<file path="src/pkg/charger_protect_regs.vh">
`ifndef CHARGER_PROTECT_REGS_VH
`define CHARGER_PROTECT_REGS_VH
// register locations
`define ADDR_TIMER_TS_CONTROL  8'h05
`define ADDR_OVP_DETECT_CTRL   8'h06
// timer and thermistor control fields
`define BIT_TIMER_STRETCH      7
`define BIT_TIMER_LIMIT_HI     6
`define BIT_TIMER_LIMIT_LO     5
`define BIT_BATT_DISCONNECT    4
`define BIT_THERM_ENABLE       3
`define RST_TIMER_TS_CONTROL   8'hA8
// overvoltage and detection fields
`define BIT_OVP_HI             7
`define BIT_OVP_LO             5
`define BIT_RELEASE_DPLUS      4
`define BIT_FORCE_BATTERY_DETECT       3
`define BIT_FORCE_PTEST        2
`define RST_OVP_DETECT_CTRL    8'hE0
// thermistor status codes
`define THERM_NO_FAULT         3'h0
`define THERM_OPEN_OFF         3'h7
// timer base tick: 1 ms at 20 MHz
`define CLK_FREQ_HZ            20000000
`define TICK_TIME_US           1000
`define TICK_CYCLES            ((`CLK_FREQ_HZ / 1000000) * `TICK_TIME_US)
`endif

</file>
<file path="src/design/timer_rate_gen.v">
`timescale 1ns/1ps
`include "charger_protect_regs.vh"
module timer_rate_gen #(
  parameter TICK_CYCLES = `TICK_CYCLES
) (
  input  wire i_clk,
  input  wire i_rst_n,
  input  wire i_stretch,
  output reg  o_tick
);
  reg [15:0] count_reg;
  reg        half_reg;
  always @(posedge i_clk or negedge i_rst_n) begin
    if (!i_rst_n) begin
      count_reg <= 16'h0000;
      half_reg  <= 1'b0;
      o_tick    <= 1'b0;
    end else if (count_reg == TICK_CYCLES[15:0] - 16'h0001) begin
      count_reg <= 16'h0000;
      // phase restarts while not stretched, so a stretched tick is always two periods on
      half_reg  <= i_stretch & ~half_reg;
      o_tick    <= ~i_stretch | half_reg;
    end else begin
      count_reg <= count_reg + 16'h0001;
      o_tick    <= 1'b0;
    end
  end
endmodule // timer_rate_gen

</file>
<file path="src/design/thermistor_status.v">
`timescale 1ns/1ps
`include "charger_protect_regs.vh"
module thermistor_status (
  input  wire       i_clk,
  input  wire       i_rst_n,
  input  wire       i_enable,
  input  wire [2:0] i_fault_code,
  output reg  [2:0] o_status
);
  always @(posedge i_clk or negedge i_rst_n) begin
    if (!i_rst_n) begin
      o_status <= `THERM_OPEN_OFF;
    end else if (!i_enable) begin
      o_status <= `THERM_OPEN_OFF;
    end else begin
      o_status <= i_fault_code;
    end
  end
endmodule // thermistor_status

</file>
<file path="src/design/charger_protect_config_regs.v">
`timescale 1ns/1ps
`include "charger_protect_regs.vh"
////////////////////////////////////////////////////////////////////////////////
// How it works
// - with stretch on the safety timer runs at half rate during any current-reducing loop.
// - with stretch disabled the safety timer always runs at its normal rate.
// - with disconnect enabled the battery switch opens on loss of input, never otherwise.
// - thermistor monitoring is active only while the thermistor enable bit is set.
// - the thermistor condition is reported in a read-only status field.
// - bits 7 to 5 of location 06 select the input overvoltage threshold code.
// - the D+ source stays on during dead battery charging unless the release bit is set.
// - battery detection runs when forced, on termination, or while production test mode is on.
// - the force detect bit reads back whether a battery is present.
// - setting the test force bit enters production test mode with input current limit off.
// - production test mode is refused while a battery is present.
// - location 06 resets to E0.
// - location 05 holds stretch enable bit 7, disconnect bit 4, thermistor enable bit 3.
// - the thermistor status uses bits 2 to 0 with 111 meaning open or disabled.
module charger_protect_config_regs (
  input  wire       i_clk,
  input  wire       i_rst_n,
  input  wire       i_wr_en,
  input  wire       i_rd_en,
  input  wire [7:0] i_addr,
  input  wire [7:0] i_wdata,
  input  wire       i_loop_active,
  input  wire       i_input_present,
  input  wire       i_dead_battery_charging,
  input  wire       i_termination,
  input  wire       i_battery_present,
  input  wire [2:0] i_therm_fault_code,
  output reg  [7:0] o_rdata,
  output reg        o_timer_tick,
  output reg        o_battery_switch_off,
  output reg        o_thermistor_monitor_on,
  output reg  [2:0] o_input_overvoltage_select,
  output reg        o_dplus_source_on,
  output reg        o_battery_detect_run,
  output reg        o_production_test_mode,
  output reg        o_input_current_limit_off
);
  // stored registers and their next values
  reg  [7:0] timer_ts_reg;
  reg  [7:0] timer_ts_next;
  reg  [7:0] ovp_reg;
  reg  [7:0] ovp_next;
  reg        ptest_reg;
  reg        ptest_next;
  reg  [7:0] rdata_next;

  // next values of the registered outputs
  reg        switch_off_next;
  reg        detect_run_next;
  reg  [2:0] ovp_select_next;
  reg        dplus_on_next;
  reg        therm_on_next;
  reg        ptest_mode_next;
  reg        ilim_off_next;

  // decode of the current access
  wire       wr_timer_ts;
  wire       wr_ovp;
  wire       rd_timer_ts;
  wire       rd_ovp;
  wire       rd_unmapped;

  // fields of the stored registers
  wire       stretch_bit;
  wire       disconnect_bit;
  wire       therm_enable_bit;
  wire [2:0] ovp_code;
  wire       release_bit;
  wire       force_detect_bit;
  wire       ptest_req;
  wire       ptest_allowed;

  // links to the sub-blocks
  wire       stretch_now;
  wire       tick;
  wire [2:0] therm_status;

  //////////////////////////////////////////////////////////////////////////////
  // helper functions
  // exact match of a bus location
  function addr_hit;
    input [7:0] a;
    input [7:0] b;
    begin
      addr_hit = (a == b);
    end
  endfunction

  // timer and thermistor control: bits 2 to 0 are status and never stored
  function [7:0] timer_ts_writable;
    input [7:0] v;
    begin
      timer_ts_writable = {v[7:3], 3'h0};
    end
  endfunction

  // overvoltage control: the two unused low bits are never stored
  function [7:0] ovp_writable;
    input [7:0] v;
    begin
      ovp_writable = {v[7:2], 2'h0};
    end
  endfunction

  // read word of the timer and thermistor control location
  function [7:0] timer_ts_word;
    input [7:0] stored;
    input [2:0] status;
    begin
      timer_ts_word = {stored[7:3], status};
    end
  endfunction

  // read word of the overvoltage location, bit 3 shows the battery live
  function [7:0] ovp_word;
    input [7:0] stored;
    input       present;
    begin
      ovp_word = {stored[7:4], present, stored[2:0]};
    end
  endfunction

  //////////////////////////////////////////////////////////////////////////////
  // access decode and field taps
  assign wr_timer_ts      = i_wr_en & addr_hit(i_addr, `ADDR_TIMER_TS_CONTROL);
  assign wr_ovp           = i_wr_en & addr_hit(i_addr, `ADDR_OVP_DETECT_CTRL);
  assign rd_timer_ts      = i_rd_en & addr_hit(i_addr, `ADDR_TIMER_TS_CONTROL);
  assign rd_ovp           = i_rd_en & addr_hit(i_addr, `ADDR_OVP_DETECT_CTRL);
  assign rd_unmapped      = i_rd_en & ~rd_timer_ts & ~rd_ovp;
  assign stretch_bit      = timer_ts_reg[`BIT_TIMER_STRETCH];
  assign disconnect_bit   = timer_ts_reg[`BIT_BATT_DISCONNECT];
  assign therm_enable_bit = timer_ts_reg[`BIT_THERM_ENABLE];
  assign ovp_code         = ovp_reg[`BIT_OVP_HI:`BIT_OVP_LO];
  assign release_bit      = ovp_reg[`BIT_RELEASE_DPLUS];
  assign force_detect_bit = ovp_reg[`BIT_FORCE_BATTERY_DETECT];
  assign ptest_req        = ovp_reg[`BIT_FORCE_PTEST];

  //////////////////////////////////////////////////////////////////////////////
  // register next values
  always @* begin
    timer_ts_next = timer_ts_reg;
    if (wr_timer_ts) begin
      timer_ts_next = timer_ts_writable(i_wdata);
    end
  end

  always @* begin
    ovp_next = ovp_reg;
    if (wr_ovp) begin
      ovp_next = ovp_writable(i_wdata);
    end
  end

  //////////////////////////////////////////////////////////////////////////////
  // stored registers
  always @(posedge i_clk or negedge i_rst_n) begin
    if (!i_rst_n) begin
      timer_ts_reg <= `RST_TIMER_TS_CONTROL;
    end else begin
      timer_ts_reg <= timer_ts_next;
    end
  end

  always @(posedge i_clk or negedge i_rst_n) begin
    if (!i_rst_n) begin
      ovp_reg <= `RST_OVP_DETECT_CTRL;
    end else begin
      ovp_reg <= ovp_next;
    end
  end

  //////////////////////////////////////////////////////////////////////////////
  // production test entry
  // refuse with battery
  assign ptest_allowed = ~i_battery_present;

  // a request made with a battery fitted waits and enters once the battery is gone
  always @* begin
    ptest_next = ptest_reg;
    if (!ptest_req) begin
      ptest_next = 1'b0;
    end else if (!ptest_reg && ptest_allowed) begin
      ptest_next = 1'b1;
    end
  end

  always @(posedge i_clk or negedge i_rst_n) begin
    if (!i_rst_n) begin
      ptest_reg <= 1'b0;
    end else begin
      ptest_reg <= ptest_next;
    end
  end

  //////////////////////////////////////////////////////////////////////////////
  // safety timer rate
  // stretch during loops
  assign stretch_now = stretch_bit & i_loop_active;

  timer_rate_gen u_rate (
    .i_clk     (i_clk),
    .i_rst_n   (i_rst_n),
    .i_stretch (stretch_now),
    .o_tick    (tick)
  );

  thermistor_status u_therm (
    .i_clk        (i_clk),
    .i_rst_n      (i_rst_n),
    .i_enable     (therm_enable_bit),
    .i_fault_code (i_therm_fault_code),
    .o_status     (therm_status)
  );

  //////////////////////////////////////////////////////////////////////////////
  // control output next values
  // battery side
  always @* begin
    if (disconnect_bit && !i_input_present) begin
      switch_off_next = 1'b1;
    end else begin
      switch_off_next = 1'b0;
    end
    detect_run_next = force_detect_bit | i_termination | ptest_reg;
  end

  // input side
  always @* begin
    ovp_select_next = ovp_code;
    if (i_dead_battery_charging && !release_bit) begin
      dplus_on_next = 1'b1;
    end else begin
      dplus_on_next = 1'b0;
    end
  end

  // thermistor and test mode
  always @* begin
    therm_on_next   = therm_enable_bit;
    ptest_mode_next = ptest_reg;
    ilim_off_next   = ptest_reg;
  end

  //////////////////////////////////////////////////////////////////////////////
  // registered control outputs
  always @(posedge i_clk or negedge i_rst_n) begin
    if (!i_rst_n) begin
      o_timer_tick               <= 1'b0;
      o_battery_switch_off       <= 1'b0;
      o_thermistor_monitor_on    <= 1'b0;
      o_input_overvoltage_select <= 3'h7;
      o_dplus_source_on          <= 1'b0;
      o_battery_detect_run       <= 1'b0;
      o_production_test_mode     <= 1'b0;
      o_input_current_limit_off  <= 1'b0;
    end else begin
      o_timer_tick               <= tick;
      o_battery_switch_off       <= switch_off_next;
      o_thermistor_monitor_on    <= therm_on_next;
      o_input_overvoltage_select <= ovp_select_next;
      o_dplus_source_on          <= dplus_on_next;
      o_battery_detect_run       <= detect_run_next;
      o_production_test_mode     <= ptest_mode_next;
      o_input_current_limit_off  <= ilim_off_next;
    end
  end

  //////////////////////////////////////////////////////////////////////////////
  // read back
  always @* begin
    rdata_next = o_rdata;
    if (rd_timer_ts) begin
      rdata_next = timer_ts_word(timer_ts_reg, therm_status);
    end else if (rd_ovp) begin
      rdata_next = ovp_word(ovp_reg, i_battery_present);
    end else if (rd_unmapped) begin
      rdata_next = 8'h00;
    end
  end

  // the read word stands until the next read
  always @(posedge i_clk or negedge i_rst_n) begin
    if (!i_rst_n) begin
      o_rdata <= 8'h00;
    end else begin
      o_rdata <= rdata_next;
    end
  end
endmodule // charger_protect_config_regs

</file>
<file path="config.mk">
export PLATFORM = sky130hd
export DESIGN_NAME = charger_protect_config_regs
export DESIGN_NICKNAME = d
export VERILOG_FILES = /design/src/design/timer_rate_gen.v /design/src/design/thermistor_status.v /design/src/design/charger_protect_config_regs.v
export VERILOG_INCLUDE_DIRS = /design/src /design/src/pkg
export SDC_FILE = /design/constraint.sdc
export NUM_CORES = 1
export LEC_CHECK = 0
export BUFFER_PORTS_ARGS = -buffer_cell sky130_fd_sc_hd__buf_2
export CORE_MARGIN = 4
export CORE_UTILIZATION = 50
export CTS_CLUSTER_SIZE = 16
export DETAILED_ROUTE_END_ITERATION = 7
export PLACE_DENSITY = 0.73
export SYNTH_ARGS = -nofsm -noshare
export SYNTH_HDL_FRONTEND = slang
export SYNTH_SLANG_ARGS = --single-unit
</file>
<file path="constraint.sdc">
create_clock -name i_clk -period 3.41 [get_ports i_clk]
set_input_delay 0.682 -clock i_clk [delete_from_list [all_inputs] [get_ports i_clk]]
set_output_delay 0.682 -clock i_clk [all_outputs]
set_load 0.01 [all_outputs]
</file>
[Yosys cells after proc, flatten, opt, wreduce, memory -nomap -nowiden]
Index checks and enable logic that the tools add are counted.
Operators by class
  $add $sub $neg: 1
  eq/ne operators: 4
  muxes and demuxes: 10
  bitwise gates (word level): 16
  reductions and logical operators: 7
Operator list (number)
  $mux 8: 3
  $add 16x1->16 const B: 1
  $eq 16x15->1 const B: 1
  $eq 8x3->1 const B: 2
  $mux 16: 1
  $and 1x1->1: 8
  $mux 1: 5
  $not 1->1: 5
  $logic_and 1x1->1: 3
  $logic_not 1->1: 3
  $mux 3: 1
  $or 1x1->1: 3
  $reduce_bool 3->1: 1
  $ne 2x1->1 const B: 1
Word-level totals
  flip-flop bits (word level): 50
  input bits: 28
  output and inout bits: 18
  word-level logic and storage cells: 53

[Depth between registers and ports, before layout]
  depth after elaboration: 8
  mapped depth: 5
  depth with buffers taken out: 5

[Hierarchy]
A second synthesis with hierarchy kept.
Second synthesis, totals
  cells, all modules: 161
  area, all modules: 2074.5 um^2
Modules (own cells, without submodules)
  charger_protect_config_regs: times used 1, cells an instance 80, area each 1129.8 um^2, sequential area each 737.0 um^2
  timer_rate_gen: times used 1, cells an instance 75, area each 847.1 um^2, sequential area each 450.4 um^2
  thermistor_status: times used 1, cells an instance 6, area each 97.6 um^2, sequential area each 78.8 um^2

[Worst setup path before layout]
Ideal clock, no wire load.
  kind: input to register
  start: input i_addr[3]
  end: register ovp_reg[2]
  setup time: 125 ps
  data arrival time: 1978 ps
  data required time: 3285 ps
  slack: 1308 ps
  stages on the path: 4
  path buffers: 0
  cell sequence: or4b_4 -> nor3_4 -> nand3_4 -> mux2_2
Between the ends
  word-level cells in the longest chain between the ends: 2
RTL lines
  start: declaration: RTL line charger_protect_config_regs.v:24  | input wire [7:0] i_addr,
  $eq 8x3->1: RTL line charger_protect_config_regs.v:89  | addr_hit = (a == b);
  $and 1x1->1: RTL line charger_protect_config_regs.v:130  | assign wr_ovp = i_wr_en & addr_hit(i_addr, `ADDR_OVP_DETECT_CTRL);
  end signal: assignment: RTL line charger_protect_config_regs.v:170  | ovp_reg <= `RST_OVP_DETECT_CTRL;
  end signal: assignment: RTL line charger_protect_config_regs.v:172  | ovp_reg <= ovp_next;
  end: declaration: RTL line charger_protect_config_regs.v:45  | reg [7:0] ovp_reg;
Every way passes these cells.
A chain may end at the register's enable or synchronous reset.

[Worst setup path after layout]
  start: input i_addr[3]
  end: register ovp_reg[4]
Same word-level chain as after synthesis.

==> flow_summary_export.csv <==
group,metric,value,unit
global_routing,grt_use_total,16.8,%
global_routing,grt.overflow.total,0,
layout,n_fill_cell,334,
clocking,h-tree-depth,2,
worst_setup_path,worst-path-stages,5,
synth,synth_most_common_cell,"dfrtp_1",
synth,ys_async_sr_fraction,100,%
worst_setup_path,rrSetupSlack,1.43,ns
worst_setup_path,r2r-end,"u_rate.half_reg$_DFFE_PN0N_",
layout,layout-drive-gt1-share,37.4,%
floorplan,num_rows,22,
drt,totalWireLength,3.73,mm
floorplan,start_util,53.7,%
worst_setup_path,end_kind,"register",
placement,portBuffers,43,
clocking,cts.reportedPaths.clkPinSlew,0.08,ns
layout,areaGrowthSynthToFinish,17.0,%
global_routing,grt_pass1_vias,1432,
worst_setup_path,timing.critical_path.buf_inv,1,
timing,period_share,60.7,%
worst_setup_path,max_stage_delay,0.54,ns
floorplan,ios,46,
drt,routed_via_density,5.29,
layout,ff_latch_area,1270,µm²
worst_setup_path,r2r-start,"u_rate.count_reg[0]$_DFF_PN0_",
job,drv_cap,0,
clocking,cts_setup_buffers,0,
global_routing,antenna_found_initial,0,
pwr,ir_worst_vdd,0.327,mV
clocking,cts_resized,0,
synth,avgSynthCellArea,12.4,µm²
timing,final_hold_viol_count,0,
floorplan,dieWidth,71.9,µm
min_path,holdPathStages,0,
worst_setup_path,r2r_cells,4,
worst_setup_path,critPathKind,"in -> reg",
pwr,power_density,426,nW/µm²
synth,synth_edf_count,0,
synth,yosysTopAreaCell,"dfrtp_1",
worst_setup_path,path_max_fanout,9,
worst_setup_path,cpLargestDelayFamily,"simple AND/OR/NAND/NOR gates",
placement,place_inst,251,
floorplan,core_area,3800,µm²
clocking,cts_tree,"yes",
synth,ys_ff_latch,50,
layout,multi_input_area,714,µm²
global_routing,grt_first_pass_wirelength,6.69,mm
synth,synthFlopType,"dfrtp_1",
global_routing,grt_max_degree,51,
timing,slew_headroom,30.6,%
placement,dpl.hpwl,2.78,mm
drt,drc,0,
floorplan,dieHeight,71.9,µm
synth,synthCells,164,
clocking,clock_path_buffers,2,
synth,synth_area,2040,µm²
drt,wl_per_cell,14.4,µm
drt,drtPass1Iterations,4,
timing,max_freq,483,MHz
worst_setup_path,cp_slowest_cell,"or4b_4",
drt,ant_nets,0,
clocking,clockRootBuffer,"clkbuf_8",
outcome,status,"finished, final reports clean",
min_path,hold_path_class,"reg -> reg",
synth,synth_fp_nets,193,
timing,finalSetupViolCount,0,
clocking,cts.sinks,50,
synth,synth_top_cell_area_share,46.6,%
worst_setup_path,worstPathArrival,2.25,ns
synth,ys_warn_count,0,
synth,synth_area_leaders,"dfrtp_1 47%, dfstp_2 15%, mux2_2 6.6%, xnor2_1 4.3%, nand3_1 2.9%",
pwr,p_leak,1.12,nW
worst_setup_path,start_kind,"input port",
layout,largest_reg_flops,16,
synth,seq_area_frac_synth,62.0,%
layout,diodes,0,
placement,gp_congestion,0.845,
timing,rsz0062_at_grt,"false",
timing,finClkSkew,0.00914,ns
drt,num_vias,1369,
clocking,cts-buffers-inserted,5,
min_path,min_to,"o_timer_tick$_DFF_PN0_",
timing,tns,0,ns
layout,nNetsFinal,239,
timing,period_minus_slack,2.07,ns
worst_setup_path,path_cells,"buf_2 > or4b_4 > nor3_4 > nand3_4 > mux2_2",
layout,stdcell_count,259,
synth,synthDistinctLibCells,28,
timing,drv_slew,0,
clocking,ctsHoldBuffers,0,
drt,drt_iter0_markers,62,
clocking,clkLatencyLatePin,0.30,ns
floorplan,die_area,5170,µm²
min_path,hp-start,"u_rate.o_tick$_DFF_PN0_",
timing,tightest_slew,1.04,ns
synth,synthTopCellsByCount,"38 x dfrtp_1, 12 x dfstp_2, 12 x mux2_2, 12 x nand3_1, 11 x inv_1",
worst_setup_path,cp.required,3.59,ns
logic make-up after synthesis:
family,Yosys count,synth area share [%]
AOI/OAI and AO/OA,15,5.03
xor gates and xnor gates,14,6.01
and+or+nand+nor,57,16.7
muxes,12,6.62
adders and majority gates,1,0.613
DFF,50,62.0
buffers and inverters,15,2.94
worst max path at each step:
stage / endpoint / start
floorplan: ovp_reg[2]$_DFFE_PN0P_ / i_addr[3]
global route: u_rate.half_reg$_DFFE_PN0N_ / u_rate.count_reg[5]$_DFF_PN0_
global placement: ovp_reg[4]$_DFFE_PN0P_ / i_addr[3]
finish: ovp_reg[4]$_DFFE_PN0P_ / i_addr[3]
detailed placement: ovp_reg[4]$_DFFE_PN0P_ / i_addr[3]
CTS: ovp_reg[4]$_DFFE_PN0P_ / i_addr[3]
area by class of cell:
type                            count  area share [%]
Tap cell                           48            2.51
Timing Repair Buffer               43            9.01
Inverter                           11            1.73
Multi-Input combinational cell     99            29.9
Clock buffer                        7            3.61
Clock inverter                      1           0.210
Sequential cell                    50            53.0
stage by stage:
step                      instance area, µm²  setup slack [ns]  utilization [%]  total power [W]  hold slack, ns
after floorplan                         2040              1.31                -         0.000647           0.331
after global placement                  2300              1.05             60.5         0.000681           0.334
after detailed placement                2300              1.02             60.5         0.000685           0.335
after CTS                               2390              1.34             62.9          0.00103           0.354
after global routing                    2390              1.22             62.9          0.00107           0.381
final                                   2390              1.34             62.9          0.00102           0.353
report_power, final:
group / leakage, nW / switching, W / internal [W]
registers: 0.635 / 0.00000640 / 0.000609
logic: 0.440 / 0.0000314 / 0.0000240
clock network: 0.0482 / 0.000182 / 0.000164
total: 1.12 / 0.000219 / 0.000797
cell usage in the layout, fill, tap and decap left out:
| master | instances |
|---|---|
| nor2b_1 | 5 |
| o22ai_1 | 2 |
| ha_1 | 1 |
| xor2_1 | 4 |
| nor4_1 | 3 |
| buf_2 | 43 |
| nand3_4 | 2 |
| mux2_2 | 12 |
| dfrtp_1 | 38 |
| a21boi_0 | 1 |
| nor2_1 | 10 |
| and3_1 | 2 |
| or4b_4 | 1 |
| inv_1 | 11 |
| nand2_1 | 8 |
| nor3_2 | 1 |
| clkinv_2 | 1 |
| or3_1 | 1 |
| nand4_1 | 3 |
| o21ai_0 | 6 |
| clkbuf_8 | 6 |
| xnor2_1 | 10 |
| nand3_1 | 12 |
| nor3_4 | 1 |
| a22o_1 | 6 |
| clkbuf_1 | 1 |
| nor3_1 | 3 |
| nor4b_1 | 2 |
| dfstp_2 | 12 |
| nand2b_1 | 3 |
per-layer routing:
metal  global-route usage [%]  up-vias  wire length [µm]
met5                        0        -                 0
met1                     20.8      672              1570
li1                         -      659                 -
met2                     27.0       31              1860
met4                     6.26        0                62
met3                     5.75        7               236
(Power assumes the default switching activity.)
